[src/shared/dmac_pkg.sv]
package dmac_pkg;

  // register byte offsets on the AXI4-Lite slave
  localparam logic [7:0] DMAC_OFS_CONFIG = 8'h00;
  localparam logic [7:0] DMAC_OFS_STATUS = 8'h04;
  localparam logic [7:0] DMAC_OFS_CMD = 8'h08;
  localparam logic [7:0] DMAC_OFS_OPERAND = 8'h0c;
  localparam logic [7:0] DMAC_OFS_ACC1_LO = 8'h10;
  localparam logic [7:0] DMAC_OFS_ACC1_HI = 8'h14;
  localparam logic [7:0] DMAC_OFS_ACC2_LO = 8'h18;
  localparam logic [7:0] DMAC_OFS_ACC2_HI = 8'h1c;
  localparam logic [7:0] DMAC_OFS_MUL = 8'h20;

  // core_config_reg field positions
  localparam int DMAC_CFG_FRAC = 0;
  localparam int DMAC_CFG_ROUND = 1;
  localparam int DMAC_CFG_SATMODE = 4;
  localparam int DMAC_CFG_DWSAT = 5;
  localparam int DMAC_CFG_SAT_B = 6;
  localparam int DMAC_CFG_SAT_A = 7;
  localparam int DMAC_CFG_UNSIGNED = 12;
  localparam logic [15:0] DMAC_CFG_WMASK = 16'h10f3;
  localparam logic [15:0] DMAC_CFG_RESET = 16'h0001;

  // status register field positions
  localparam int DMAC_ST_GUARD = 0;
  localparam int DMAC_ST_SAT = 2;
  localparam int DMAC_ST_ANY_GUARD = 4;
  localparam int DMAC_ST_ANY_SAT = 5;

  // command register field positions
  localparam int DMAC_CMD_OP_LSB = 0;
  localparam int DMAC_CMD_ACC = 4;
  localparam int DMAC_CMD_SH_LSB = 5;
  localparam int DMAC_CMD_BYTE = 10;
  localparam int DMAC_CMD_XUNS = 11;
  localparam int DMAC_CMD_YUNS = 12;

  // saturation targets
  localparam logic [39:0] DMAC_SAT39_POS = 40'h7fffffffff;
  localparam logic [39:0] DMAC_SAT39_NEG = 40'h8000000000;
  localparam logic [39:0] DMAC_SAT31_POS = 40'h007fffffff;
  localparam logic [39:0] DMAC_SAT31_NEG = 40'h0080000000;

  localparam logic [1:0] DMAC_RESP_OKAY = 2'b00;
  localparam logic [1:0] DMAC_RESP_SLVERR = 2'b10;

  typedef enum logic [3:0] {
    acc_clear_op,
    sq_diff_load_op,
    sq_diff_accumulate_op,
    multiply_accumulate_op,
    prefetch_only_op,
    multiply_load_op,
    negated_multiply_load_op,
    multiply_subtract_op,
    acc_load_op,
    acc_add_data_op,
    acc_add_acc_op,
    acc_sub_acc_op,
    acc_negate_op,
    general_multiply_op
  } dmac_op_t;

endpackage : dmac_pkg

[src/design/dmac_engine.sv]
// How it works
// - 17x17 multiplier and scaler give 1.31 fraction or 32-bit integer.
// - unsigned operands zero-extend into bit 16, signed ones sign-extend.
// - scaler output is 33 bits, sign-extended to 40 before the adder.
// - fractional mode treats operands as 1.15, yielding a 1.31 product.
// - same multiplier does signed, unsigned and mixed integer multiplies.
// - general multiply gives 16-bit result for bytes, 32-bit for words.
// - 40-bit adder picks one accumulator as source and destination.
// - load and add of data words may pass through the barrel shifter.
// - adder has zero-forced input; subtract complements with borrow low.
// - per-accumulator overflow and saturation flags latch into status.
// - guard overflow flag set when bits 39..32 differ.
// - signed overflow of bit 39 (sum bits 40 and 39 differ) counts as catastrophic overflow.
// - saturation uses result, flags, per-acc enables and mode select.
// - dsp multiply and saturation settings come from config bits; general multiply takes its sign bits from the command.
// - accumulator-to-accumulator add, subtract and negate need no data.
// - clear, square difference, multiply load/add/sub/negate, prefetch.
// - saturated flag means bit 31 or bit 39 overflow by mode when enabled; with saturation off it means bit 39 overflow.
// - bit 39 mode saturates to 0x7fffffffff or 0x8000000000.
// - bit 31 mode saturates to 0x007fffffff or 0x0080000000; guard flags stay clear.
// - saturated flags are sticky; only software clears them.
// - status holds OR of guard flags and OR of saturated flags.
`timescale 1ns/10ps
`default_nettype none

module dmac_engine
  import dmac_pkg::*;
(
  input wire logic aclk,
  input wire logic aresetn,
  input wire logic [7:0] s_axi_awaddr,
  input wire logic s_axi_awvalid,
  output logic s_axi_awready,
  input wire logic [31:0] s_axi_wdata,
  input wire logic [3:0] s_axi_wstrb,
  input wire logic s_axi_wvalid,
  output logic s_axi_wready,
  output logic [1:0] s_axi_bresp,
  output logic s_axi_bvalid,
  input wire logic s_axi_bready,
  input wire logic [7:0] s_axi_araddr,
  input wire logic s_axi_arvalid,
  output logic s_axi_arready,
  output logic [31:0] s_axi_rdata,
  output logic [1:0] s_axi_rresp,
  output logic s_axi_rvalid,
  input wire logic s_axi_rready
);

  logic [15:0] core_config_reg;
  logic [15:0] cmd;
  logic [31:0] operand;
  logic [31:0] mul_result;
  logic [39:0] acc [2];
  logic [1:0] guard_ovf;
  logic [1:0] saturated;
  logic exec_go;

  ////////////////////////////////////////////////////////////////////////
  // AXI4-Lite slave
  logic [7:0] aw_addr;
  logic aw_full;
  logic [31:0] w_data;
  logic [3:0] w_strb;
  logic w_full;
  logic wr_fire;
  logic [31:0] rd_mux;
  logic rd_hit;
  logic wr_hit;

  assign s_axi_awready = ~aw_full;
  assign s_axi_wready = ~w_full;
  assign s_axi_arready = ~s_axi_rvalid;
  assign wr_fire = aw_full & w_full & ~s_axi_bvalid;

  always_ff @(posedge aclk)
  begin
    if (!aresetn)
    begin
      aw_full <= 1'b0;
      w_full <= 1'b0;
      aw_addr <= 8'h00;
      w_data <= 32'h00000000;
      w_strb <= 4'h0;
    end
    else
    begin
      if (s_axi_awvalid && !aw_full)
      begin
        aw_full <= 1'b1;
        aw_addr <= s_axi_awaddr;
      end
      else if (wr_fire)
        aw_full <= 1'b0;
      if (s_axi_wvalid && !w_full)
      begin
        w_full <= 1'b1;
        w_data <= s_axi_wdata;
        w_strb <= s_axi_wstrb;
      end
      else if (wr_fire)
        w_full <= 1'b0;
    end
  end

  always_comb
  begin
    case (aw_addr & 8'hfc)
      DMAC_OFS_CONFIG, DMAC_OFS_STATUS, DMAC_OFS_CMD,
      DMAC_OFS_OPERAND: wr_hit = 1'b1;
      default: wr_hit = 1'b0;
    endcase
  end

  always_ff @(posedge aclk)
  begin
    if (!aresetn)
    begin
      s_axi_bvalid <= 1'b0;
      s_axi_bresp <= DMAC_RESP_OKAY;
    end
    else if (wr_fire)
    begin
      s_axi_bvalid <= 1'b1;
      s_axi_bresp <= wr_hit ? DMAC_RESP_OKAY : DMAC_RESP_SLVERR;
    end
    else if (s_axi_bready)
      s_axi_bvalid <= 1'b0;
  end

  // byte lanes merge into the stored word
  function automatic logic [31:0] merge(input logic [31:0] old,
                                        input logic [31:0] nw,
                                        input logic [3:0] strb);
    logic [31:0] m;
    m = old;
    for (int b = 0; b < 4; b++)
      if (strb[b])
        m[8*b +: 8] = nw[8*b +: 8];
    return m;
  endfunction : merge

  logic cfg_wr;
  logic cmd_wr;
  logic opnd_wr;
  logic [1:0] sat_clr;
  logic [31:0] cfg_m;
  logic [31:0] cmd_m;

  assign cfg_wr = wr_fire && (aw_addr & 8'hfc) == DMAC_OFS_CONFIG;
  assign cmd_wr = wr_fire && (aw_addr & 8'hfc) == DMAC_OFS_CMD;
  assign opnd_wr = wr_fire && (aw_addr & 8'hfc) == DMAC_OFS_OPERAND;
  assign cfg_m = merge({16'h0000, core_config_reg}, w_data, w_strb);
  assign cmd_m = merge({16'h0000, cmd}, w_data, w_strb);
  // write one to clear the sticky saturated bits
  assign sat_clr = (wr_fire && (aw_addr & 8'hfc) == DMAC_OFS_STATUS
                    && w_strb[0]) ? w_data[DMAC_ST_SAT +: 2] : 2'b00;

  always_ff @(posedge aclk)
  begin
    if (!aresetn)
    begin
      core_config_reg <= DMAC_CFG_RESET;
      cmd <= 16'h0000;
      operand <= 32'h00000000;
      exec_go <= 1'b0;
    end
    else
    begin
      if (cfg_wr)
        core_config_reg <= cfg_m[15:0] & DMAC_CFG_WMASK;
      if (cmd_wr)
        cmd <= cmd_m[15:0];
      if (opnd_wr)
        operand <= merge(operand, w_data, w_strb);
      exec_go <= cmd_wr;
    end
  end

  always_comb
  begin
    rd_hit = 1'b1;
    case (s_axi_araddr & 8'hfc)
      DMAC_OFS_CONFIG: rd_mux = {16'h0000, core_config_reg};
      DMAC_OFS_STATUS: rd_mux = {26'h0000000, |saturated, |guard_ovf,
                                 saturated, guard_ovf};
      DMAC_OFS_CMD: rd_mux = {16'h0000, cmd};
      DMAC_OFS_OPERAND: rd_mux = operand;
      DMAC_OFS_ACC1_LO: rd_mux = acc[0][31:0];
      DMAC_OFS_ACC1_HI: rd_mux = {24'h000000, acc[0][39:32]};
      DMAC_OFS_ACC2_LO: rd_mux = acc[1][31:0];
      DMAC_OFS_ACC2_HI: rd_mux = {24'h000000, acc[1][39:32]};
      DMAC_OFS_MUL: rd_mux = mul_result;
      default:
      begin
        rd_mux = 32'h00000000;
        rd_hit = 1'b0;
      end
    endcase
  end

  always_ff @(posedge aclk)
  begin
    if (!aresetn)
    begin
      s_axi_rvalid <= 1'b0;
      s_axi_rdata <= 32'h00000000;
      s_axi_rresp <= DMAC_RESP_OKAY;
    end
    else if (s_axi_arvalid && !s_axi_rvalid)
    begin
      s_axi_rvalid <= 1'b1;
      s_axi_rdata <= rd_mux;
      s_axi_rresp <= rd_hit ? DMAC_RESP_OKAY : DMAC_RESP_SLVERR;
    end
    else if (s_axi_rready)
      s_axi_rvalid <= 1'b0;
  end

  ////////////////////////////////////////////////////////////////////////
  // multiplier operand preparation
  dmac_op_t op;
  logic tgt;
  logic [16:0] mx;
  logic [16:0] my;
  logic [16:0] diff;
  logic mfrac;
  logic [32:0] prod;
  logic [39:0] prod40;
  logic xuns;
  logic yuns;

  assign op = dmac_op_t'(cmd[DMAC_CMD_OP_LSB +: 4]);
  assign tgt = cmd[DMAC_CMD_ACC];
  // general multiply picks sign per operand; dsp ops use the config bit
  assign xuns = (op == general_multiply_op) ? cmd[DMAC_CMD_XUNS]
                : core_config_reg[DMAC_CFG_UNSIGNED];
  assign yuns = (op == general_multiply_op) ? cmd[DMAC_CMD_YUNS]
                : core_config_reg[DMAC_CFG_UNSIGNED];
  assign diff = {operand[15], operand[15:0]} - {operand[31], operand[31:16]};

  always_comb
  begin
    mfrac = core_config_reg[DMAC_CFG_FRAC] && op != general_multiply_op;
    if (op == sq_diff_load_op || op == sq_diff_accumulate_op)
    begin
      mx = diff;
      my = diff;
    end
    else if (op == general_multiply_op && cmd[DMAC_CMD_BYTE])
    begin
      mx = {{9{operand[7] & ~xuns}}, operand[7:0]};
      my = {{9{operand[23] & ~yuns}}, operand[23:16]};
    end
    else
    begin
      mx = {operand[15] & ~xuns, operand[15:0]};
      my = {operand[31] & ~yuns, operand[31:16]};
    end
  end

  dmac_mul_scaler u_mul (
    .op_x(mx),
    .op_y(my),
    .frac(mfrac),
    .product(prod)
  );

  assign prod40 = {{7{prod[32]}}, prod};

  ////////////////////////////////////////////////////////////////////////
  // barrel shift of a data word, positive amount shifts right
  logic [39:0] data40;
  logic [39:0] shifted;
  logic [4:0] sh;

  assign data40 = {{8{operand[15]}}, operand[15:0], 16'h0000};
  assign sh = cmd[DMAC_CMD_SH_LSB +: 5];

  always_comb
  begin
    if (!sh[4])
      shifted = 40'($signed(data40) >>> sh[3:0]);
    else
      shifted = data40 << 5'(-sh);
  end

  ////////////////////////////////////////////////////////////////////////
  // 40-bit adder/subtractor
  logic [39:0] add_a;
  logic [39:0] add_b;
  logic add_sub;
  logic add_zero;
  logic [39:0] addend;
  logic [40:0] sum;
  logic [39:0] res;
  logic ov39;
  logic guard_cond;
  logic ov31;
  logic passes;

  always_comb
  begin
    add_zero = 1'b0;
    add_sub = 1'b0;
    add_b = prod40;
    passes = 1'b1;
    case (op)
      acc_clear_op:
      begin
        add_zero = 1'b1;
        add_b = 40'h0000000000;
      end
      sq_diff_load_op, multiply_load_op: add_zero = 1'b1;
      sq_diff_accumulate_op, multiply_accumulate_op: add_zero = 1'b0;
      negated_multiply_load_op:
      begin
        add_zero = 1'b1;
        add_sub = 1'b1;
      end
      multiply_subtract_op: add_sub = 1'b1;
      acc_load_op:
      begin
        add_zero = 1'b1;
        add_b = shifted;
      end
      acc_add_data_op: add_b = shifted;
      acc_add_acc_op: add_b = acc[~tgt];
      acc_sub_acc_op:
      begin
        add_b = acc[~tgt];
        add_sub = 1'b1;
      end
      acc_negate_op:
      begin
        add_zero = 1'b1;
        add_b = acc[tgt];
        add_sub = 1'b1;
      end
      default: passes = 1'b0;
    endcase
  end

  assign add_a = add_zero ? 40'h0000000000 : acc[tgt];
  // subtract: complemented input, borrow-in inactive means carry of one
  assign addend = add_sub ? ~add_b : add_b;
  assign sum = {add_a[39], add_a} + {addend[39], addend}
               + {40'h0000000000, add_sub};
  assign res = sum[39:0];
  assign ov39 = sum[40] ^ sum[39];
  assign guard_cond = ~(&res[39:31] | ~|res[39:31])
                      ? ~(&res[39:32] | ~|res[39:32]) : 1'b0;
  assign ov31 = ov39 | ~(&res[39:31] | ~|res[39:31]);

  ////////////////////////////////////////////////////////////////////////
  // general multiply result: low half for bytes, full word otherwise
  always_ff @(posedge aclk)
  begin
    if (!aresetn)
      mul_result <= 32'h00000000;
    else if (exec_go && op == general_multiply_op)
      mul_result <= cmd[DMAC_CMD_BYTE] ? {16'h0000, prod[15:0]}
                    : prod[31:0];
  end

  ////////////////////////////////////////////////////////////////////////
  // per-accumulator saturation, write back and flags
  logic mode31;
  logic [1:0] sat_en;
  logic [39:0] sat_val;
  logic sat_hit;

  assign mode31 = core_config_reg[DMAC_CFG_SATMODE];
  assign sat_en = {core_config_reg[DMAC_CFG_SAT_B],
                   core_config_reg[DMAC_CFG_SAT_A]};
  // true sign comes from the 41-bit sum, valid even after bit 39 overflow
  assign sat_hit = mode31 ? ov31 : ov39;
  assign sat_val = mode31 ? (sum[40] ? DMAC_SAT31_NEG : DMAC_SAT31_POS)
                   : (sum[40] ? DMAC_SAT39_NEG : DMAC_SAT39_POS);

  for (genvar i = 0; i < 2; i++)
  begin : g_acc
    logic hit;
    logic set_sat;
    assign hit = exec_go && passes && tgt == 1'(i);
    // saturation off still flags a catastrophic bit 39 overflow
    assign set_sat = hit && (sat_en[i] ? sat_hit : ov39);

    always_ff @(posedge aclk)
    begin
      if (!aresetn)
      begin
        acc[i] <= 40'h0000000000;
        guard_ovf[i] <= 1'b0;
      end
      else
      begin
        if (hit && sat_en[i] && sat_hit)
          acc[i] <= sat_val;
        else if (hit)
          acc[i] <= res;
        // flags follow the stored value; bit 31 mode keeps them clear
        if (hit || mode31)
          guard_ovf[i] <= !mode31 && (guard_cond || (sat_en[i] && sat_hit));
      end
    end

    // set wins over a clear arriving in the same cycle
    always_ff @(posedge aclk)
    begin
      if (!aresetn)
        saturated[i] <= 1'b0;
      else
        saturated[i] <= (saturated[i] & ~sat_clr[i]) | set_sat;
    end
  end
endmodule : dmac_engine
`default_nettype wire

[src/design/dmac_mul_scaler.sv]
`timescale 1ns/10ps
`default_nettype none

module dmac_mul_scaler
  import dmac_pkg::*;
(
  input wire logic [16:0] op_x,
  input wire logic [16:0] op_y,
  input wire logic frac,
  output logic [32:0] product
);

  logic signed [33:0] raw;

  // operands arrive already widened to 17 bits, so one signed multiply
  // covers signed, unsigned and mixed forms
  assign raw = $signed(op_x) * $signed(op_y);

  // fractional scaling drops the duplicated sign bit: 1.15 x 1.15 -> 1.31
  always_comb
  begin
    if (frac)
      product = {raw[31:0], 1'b0};
    else
      product = raw[32:0];
  end

endmodule : dmac_mul_scaler
`default_nettype wire

[config.mk]
export PLATFORM = sky130hd
export DESIGN_NAME = dmac_engine
export DESIGN_NICKNAME = d
export VERILOG_FILES = /design/src/shared/dmac_pkg.sv /design/src/design/dmac_engine.sv /design/src/design/dmac_mul_scaler.sv
export SDC_FILE = /design/constraint.sdc
export NUM_CORES = 2
export LEC_CHECK = 0
export CAP_MARGIN = 20
export CORE_ASPECT_RATIO = 1.2
export CORE_UTILIZATION = 43
export CTS_CLUSTER_DIAMETER = 30
export CTS_CLUSTER_SIZE = 28
export DETAILED_ROUTE_END_ITERATION = 7
export DONT_BUFFER_PORTS = 1
export PLACE_DENSITY = 0.63
export SLEW_MARGIN = 10
export SYNTH_ARGS = -nofsm -noshare
export SYNTH_HDL_FRONTEND = slang
export SYNTH_HIERARCHICAL = 1
export SYNTH_SLANG_ARGS = --single-unit
export TNS_END_PERCENT = 20
[constraint.sdc]
create_clock -name aclk -period 14.4 [get_ports aclk]
set_input_delay 4.32 -clock aclk [delete_from_list [all_inputs] [get_ports aclk]]
set_output_delay 4.32 -clock aclk [all_outputs]
set_load 0.03 [all_outputs]
==> Yosys cells after proc, flatten, opt, wreduce, memory -nomap -nowiden <==
Memories as Yosys holds them, arrays and structs flattened. A register that Yosys moved wholly into a read port is not among the register bits.
Index checks and enable logic that the tools add are counted.
{ "totals": {"reg_bits": 176, "latch_bits": 0, "ram_bits": 80, "romBits": 0, "inputBits": 59, "output_inout_bits": 41, "elab_cells": 205, "memories": 1} }
{ "op_classes": {"n_addsub": 4, "mul": 1, "n_div": 0, "n_lt_le_gt_ge": 0, "eq_ne": 24, "n_shift": 2, "mux": 56, "bitwise_logic": 30, "n_reduce_logical": 63} }
{ "memory_table": {"columns": ["name", "depth", "width", "rd", "rd_ports_with_merged_regs", "write_ports", "line", "rtl"], "rows": [
  ["acc", 2, 40, 4, 1, 2, "dmac_engine.sv:54", "logic [39:0] acc [2];"]
]} }
{ "ops": {"columns": ["operator", "n"], "rows": [
  ["40-bit 2-to-1 mux", 9],
  ["32-bit one-hot mux with 9 select lines", 1],
  ["40-bit one-hot mux with 4 select lines", 1],
  ["17-bit 2-to-1 mux", 4],
  ["32-bit 2-to-1 mux", 2],
  ["40-bit by 40-bit adder with 41-bit output", 1],
  ["41-bit by 1-bit adder with 41-bit output", 1],
  ["40-bit inverter", 1],
  ["40-bit by 5-bit left shift with 40-bit output", 1],
  ["32-bit by 4-bit >>> shifter with 40-bit output", 1],
  ["1-bit 2-to-1 mux", 35],
  ["17-bit by 17-bit multiplier with 33-bit output", 1],
  ["33-bit 2-to-1 mux", 1],
  ["4-bit equality test, second input constant", 6],
  ["6-bit by 2-bit equality test with 1-bit output, second input constant", 4],
  ["6-bit by 3-bit equality test with 1-bit output, second input constant", 4],
  ["1-bit logical AND", 24],
  ["9-bit OR reduction", 2],
  ["16-bit by 16-bit subtractor with 17-bit output", 1],
  ["8-bit logical NOT", 2],
  ["2-bit AND reduction", 8],
  ["4-bit by 3-bit equality test with 1-bit output, second input constant", 3],
  ["6-bit by 1-bit equality test with 1-bit output, second input constant", 2],
  ["12-bit OR reduction", 1],
  ["20 further kinds", 64]
]} }

==> Longest topological paths before layout <==
{ "logic_depth": {"depth_word": 25, "mapped_depth": 62, "ltp_nobuf": 57} }

==> Hierarchy <==
Netlist, hierarchy kept.
{ "by_module_without_submodules": {"columns": ["module", "n_inst", "cells_per_inst", "area_each_um2", "seq_area_each_um2"], "rows": [
  ["dmac_engine", 1, 2158, 17460.5, 5865.6],
  ["dmac_mul_scaler", 1, 1215, 11019.3, 0.0]
]} }

==> Least setup slack after synthesis <==
OpenSTA, ideal clock, no wires.
{ "synth_timing": {"kind": "register to register", "startpoint": "register operand[0]", "endpoint": "memory acc[1][37] (data pin)", "setup_ns": 0.277, "arrival_ns": 12.557, "required_ns": 14.123, "setup_slack_ns": 1.566, "path_stages_with_launch": 61, "n_path_buf": 6, "synth_period_minus_slack_ns": 12.834, "cell_sequence": "dfxtp_1 clkbuf_1 inv_1 ha_1 fa_1 nor2b_1 o21ai_0 a21boi_0 o21ai_0 a21boi_0 o21ai_0 a21boi_0 o21ai_0 nand2_1 a2111o_1 a311oi_1 o21ai_0 a21boi_0 [... 25 more ...] ha_1 clkbuf_1 o21ai_0 nor2_1 o41ai_1 nand4_1 o21bai_1 o21a_1 nor2b_1 o22ai_1 clkinv_1 and2_1 and4_1 mux2_4 o21ai_2 buf_6 buf_6 o22ai_1"} }
{ "synth_lines": {"columns": ["element", "line", "rtl"], "rows": [
  ["start: declaration", "dmac_engine.sv:52", "logic [31:0] operand;"],
  ["start signal: assignment", "dmac_engine.sv:175", "operand <= merge(operand, w_data, w_strb);"],
  ["end: declaration", "dmac_engine.sv:54", null]
]} }

==> results.json <==
{
  "crit_fanout": 38,
  "yosys.area.top_type": "fa_1",
  "syn_inst": 3373,
  "core-area_sq_um": 65600,
  "drtPass1Iterations": 5,
  "synth.area.top_cells": "fa_1 21%, dfxtp_1 12%, edfxtp_1 8.4%",
  "worst_slew_pin_slew_ps": 1148,
  "vdd_drop_max_mv": 0.07326,
  "clk_pin_slew_worst_paths_ps": 50,
  "utilization_pct": 47.78,
  "end_kind": "register",
  "setup_viol": 0,
  "rsz0062_at_grt": "no",
  "grt_pass1_vias": 24980,
  "relSlewSlack_pct": 23.47,
  "largest_register_ffs": 80,
  "cp.required_ps": 14700,
  "synth_edf_count": 80,
  "grt_pass1_wl_mm": 143.2,
  "antenna_found_initial": 0,
  "fmax_mhz": 74.29,
  "gp_congestion": 0.9817,
  "grt_max_degree": 94,
  "crit_path_max_incr_delay_ps": 550,
  "regMostFlops": "acc",
  "portBuffers": 0,
  "root_buffer": "clkbuf_16",
  "arrival_ps": 13760,
  "synth.avg_cell_area_sq_um": 8.443,
  "drt-total-wl_mm": 89.88,
  "yosysUniqueCellTypes": 92,
  "cts_buffers": 50,
  "p_leak_nw": 13.54,
  "ioPinCount": 100,
  "cts_tree": "yes",
  "n_antenna_cell": 0,
  "routed_via_density": 5.849,
  "ctsHoldBuffers": 0,
  "min_path_type": "reg2reg",
  "final_layout_size_suffix_gt1_share_pct": 8.318,
  "cts_max_level": 2,
  "yosysWarnings": 6,
  "die_w_um": 236.9,
  "dr.first_iter.drc_count": 2029,
  "rows": 103,
  "clock_path_buffers": 3,
  "finalHoldViolCount": 0,
  "cap_violations": 0,
  "grt_usage_pct": 27.07,
  "fin_tns_setup_ps": 0,
  "async_flop_share_pct": 0,
  "critPathKind": "reg2reg",
  "yosys_register_bits": 253,
  "synthToLayoutAreaGrowth_pct": 10.04,
  "fp.dieH_um": 283.9,
  "route.antenna.remaining_nets": 0,
  "finalCriticalPeriod_ps": 13460,
  "clock_latency_ps": 580,
  "cpMaxStageDelayCell": "fa_1",
  "critical_path.top_delay_family": "compound AO/OA/AOI/OAI gates",
  "p_total_mw": 2.026,
  "cts_sinks": 253,
  "cts-resized-gates": 0,
  "postCtsSetupRepairBufs": 0,
  "num-nets-final": 3805,
  "start_util_pct": 43.42,
  "synth-main-ff-cell": "dfxtp_1",
  "status": "completed",
  "syn_area_sq_um": 28480,
  "vias": 24529,
  "routedWlPerCell_um": 21.43,
  "overflow": 0,
  "dpl.hpwl_mm": 70.23,
  "ys_seq_area_share_pct": 20.60,
  "crit_buf_inv": 6,
  "cp_common_cell": "fa_1",
  "die-area_sq_um": 67270,
  "synth_top_cell_area_share_pct": 20.53,
  "clock_skew_ps": 26.78,
  "layout_worst_path_cycle_share_pct": 93.48,
  "critPathLaunchType": "register",
  "drc_errors": 0,
  "drv_slew": 0,
  "cellPowerDensity_nw_per_um2": 64.65
}
==> worst reg2reg max path: cells and delay by family, from the launching register on <==
| kind | cells | cell delay (ps) |
|---|---|---|
| compound gates | 21 | 5300 |
| fa+ha+maj | 9 | 4050 |
| simple gates | 11 | 1600 |
| buf+inv | 6 | 780 |
| mux | 2 | 580 |
| xor+xnor | 3 | 570 |
| flops | 1 | 310 |
==> power breakdown <==
| part | internal (mW) | switching (mW) | total, mW |
|---|---|---|---|
| sequential | 0.758 | 0.0371 | 0.795 |
| clock | 0.746 | 0.423 | 1.17 |
| combinational | 0.0191 | 0.0433 | 0.0625 |
| total | 1.52 | 0.503 | 2.03 |
==> final cells by class <==
class	count	area [sq um]
multi-input cells	2545	20500
clock buffers	64	1344
repair buffers	106	865.8
flip-flops and latches	253	5871
well taps	840	1051
clock inverters	29	366.6
fillers	6362	34260
inverters	357	1343
==> cell usage after synthesis (22+ instances only) <==
| cell | number |
|---|---|
| nor2_1 | 185 |
| dfxtp_1 | 173 |
| a21o_1 | 42 |
| a21oi_1 | 249 |
| a221oi_1 | 44 |
| xor2_1 | 28 |
| and2_1 | 154 |
| inv_1 | 353 |
| xnor2_1 | 100 |
| fa_1 | 292 |
| a222oi_1 | 31 |
| mux2i_1 | 102 |
| a22oi_1 | 43 |
| mux2_2 | 22 |
| clkbuf_1 | 182 |
| ha_1 | 141 |
| o21ai_1 | 62 |
| edfxtp_1 | 80 |
| o21ai_0 | 143 |
| nand2_1 | 459 |
| nand3_1 | 68 |
| nor3_1 | 36 |
| nand2b_1 | 24 |
| o22ai_1 | 24 |
==> path summary, 6_finish.rpt <==
path                               start                     endpoint  slack (ps)  depth (start not counted)
max reg2reg      operand[1]$_SDFFE_PN0P_     acc[1][29]$_SDFFCE_PN0P_         940                         52
min          mul_result[20]$_SDFFE_PN0P_  mul_result[20]$_SDFFE_PN0P_         450                          2
min reg2reg  mul_result[20]$_SDFFE_PN0P_  mul_result[20]$_SDFFE_PN0P_         450                          2
max              operand[1]$_SDFFE_PN0P_     acc[1][29]$_SDFFCE_PN0P_         940                         52
==> through the flow <==
step	hold WS [ps]	cell area, sq um	std cells	setup slack, ps
finish	449.5	31340	4194	938.9
global route	463.9	31340	4194	9.914
CTS	449.8	31300	4193	451.9
detailed placement	444.0	29590	4100	543.7
global placement	437.9	29550	4098	530.6
floorplan	431.7	28480	3374	1566
==> cells by family (layout without fill, tap and decap cells) <==
group | after synthesis | in the layout | synth area share (%)
fa+ha+maj | 433 | 433 | 26.72
mux | 141 | 141 | 5.742
xor+xnor | 129 | 129 | 4.033
other cells | 1 | 2 | 0.01317
flops | 253 | 253 | 20.60
compound gates | 800 | 800 | 18.00
buf+inv | 576 | 556 | 7.864
simple gates | 1040 | 1040 | 17.03
==> per-layer routing <==
metal | wire length (um) | track usage, % | part of all wire, % | up-vias
li1 | - | - | - | 11382
met4 | 3811 | 11.02 | 4.2 | 0
met2 | 44140 | 46.88 | 49 | 793
met3 | 5346 | 3.745 | 5.9 | 183
met1 | 36580 | 33.71 | 41 | 12171
met5 | 0 | 0 | 0 | -
==> layout by cell type (no fill, tap or decap), types with 80 or more instances in the layout <==
master / count
nor2_1: 183
nand2_1: 459
inv_1: 353
o21ai_0: 136
fa_1: 292
ha_1: 141
a21oi_1: 247
buf_4: 100
and2_1: 154
edfxtp_1: 80
xnor2_1: 100
mux2i_1: 102
dfxtp_1: 169
Power figures use the tool's default switching activity.
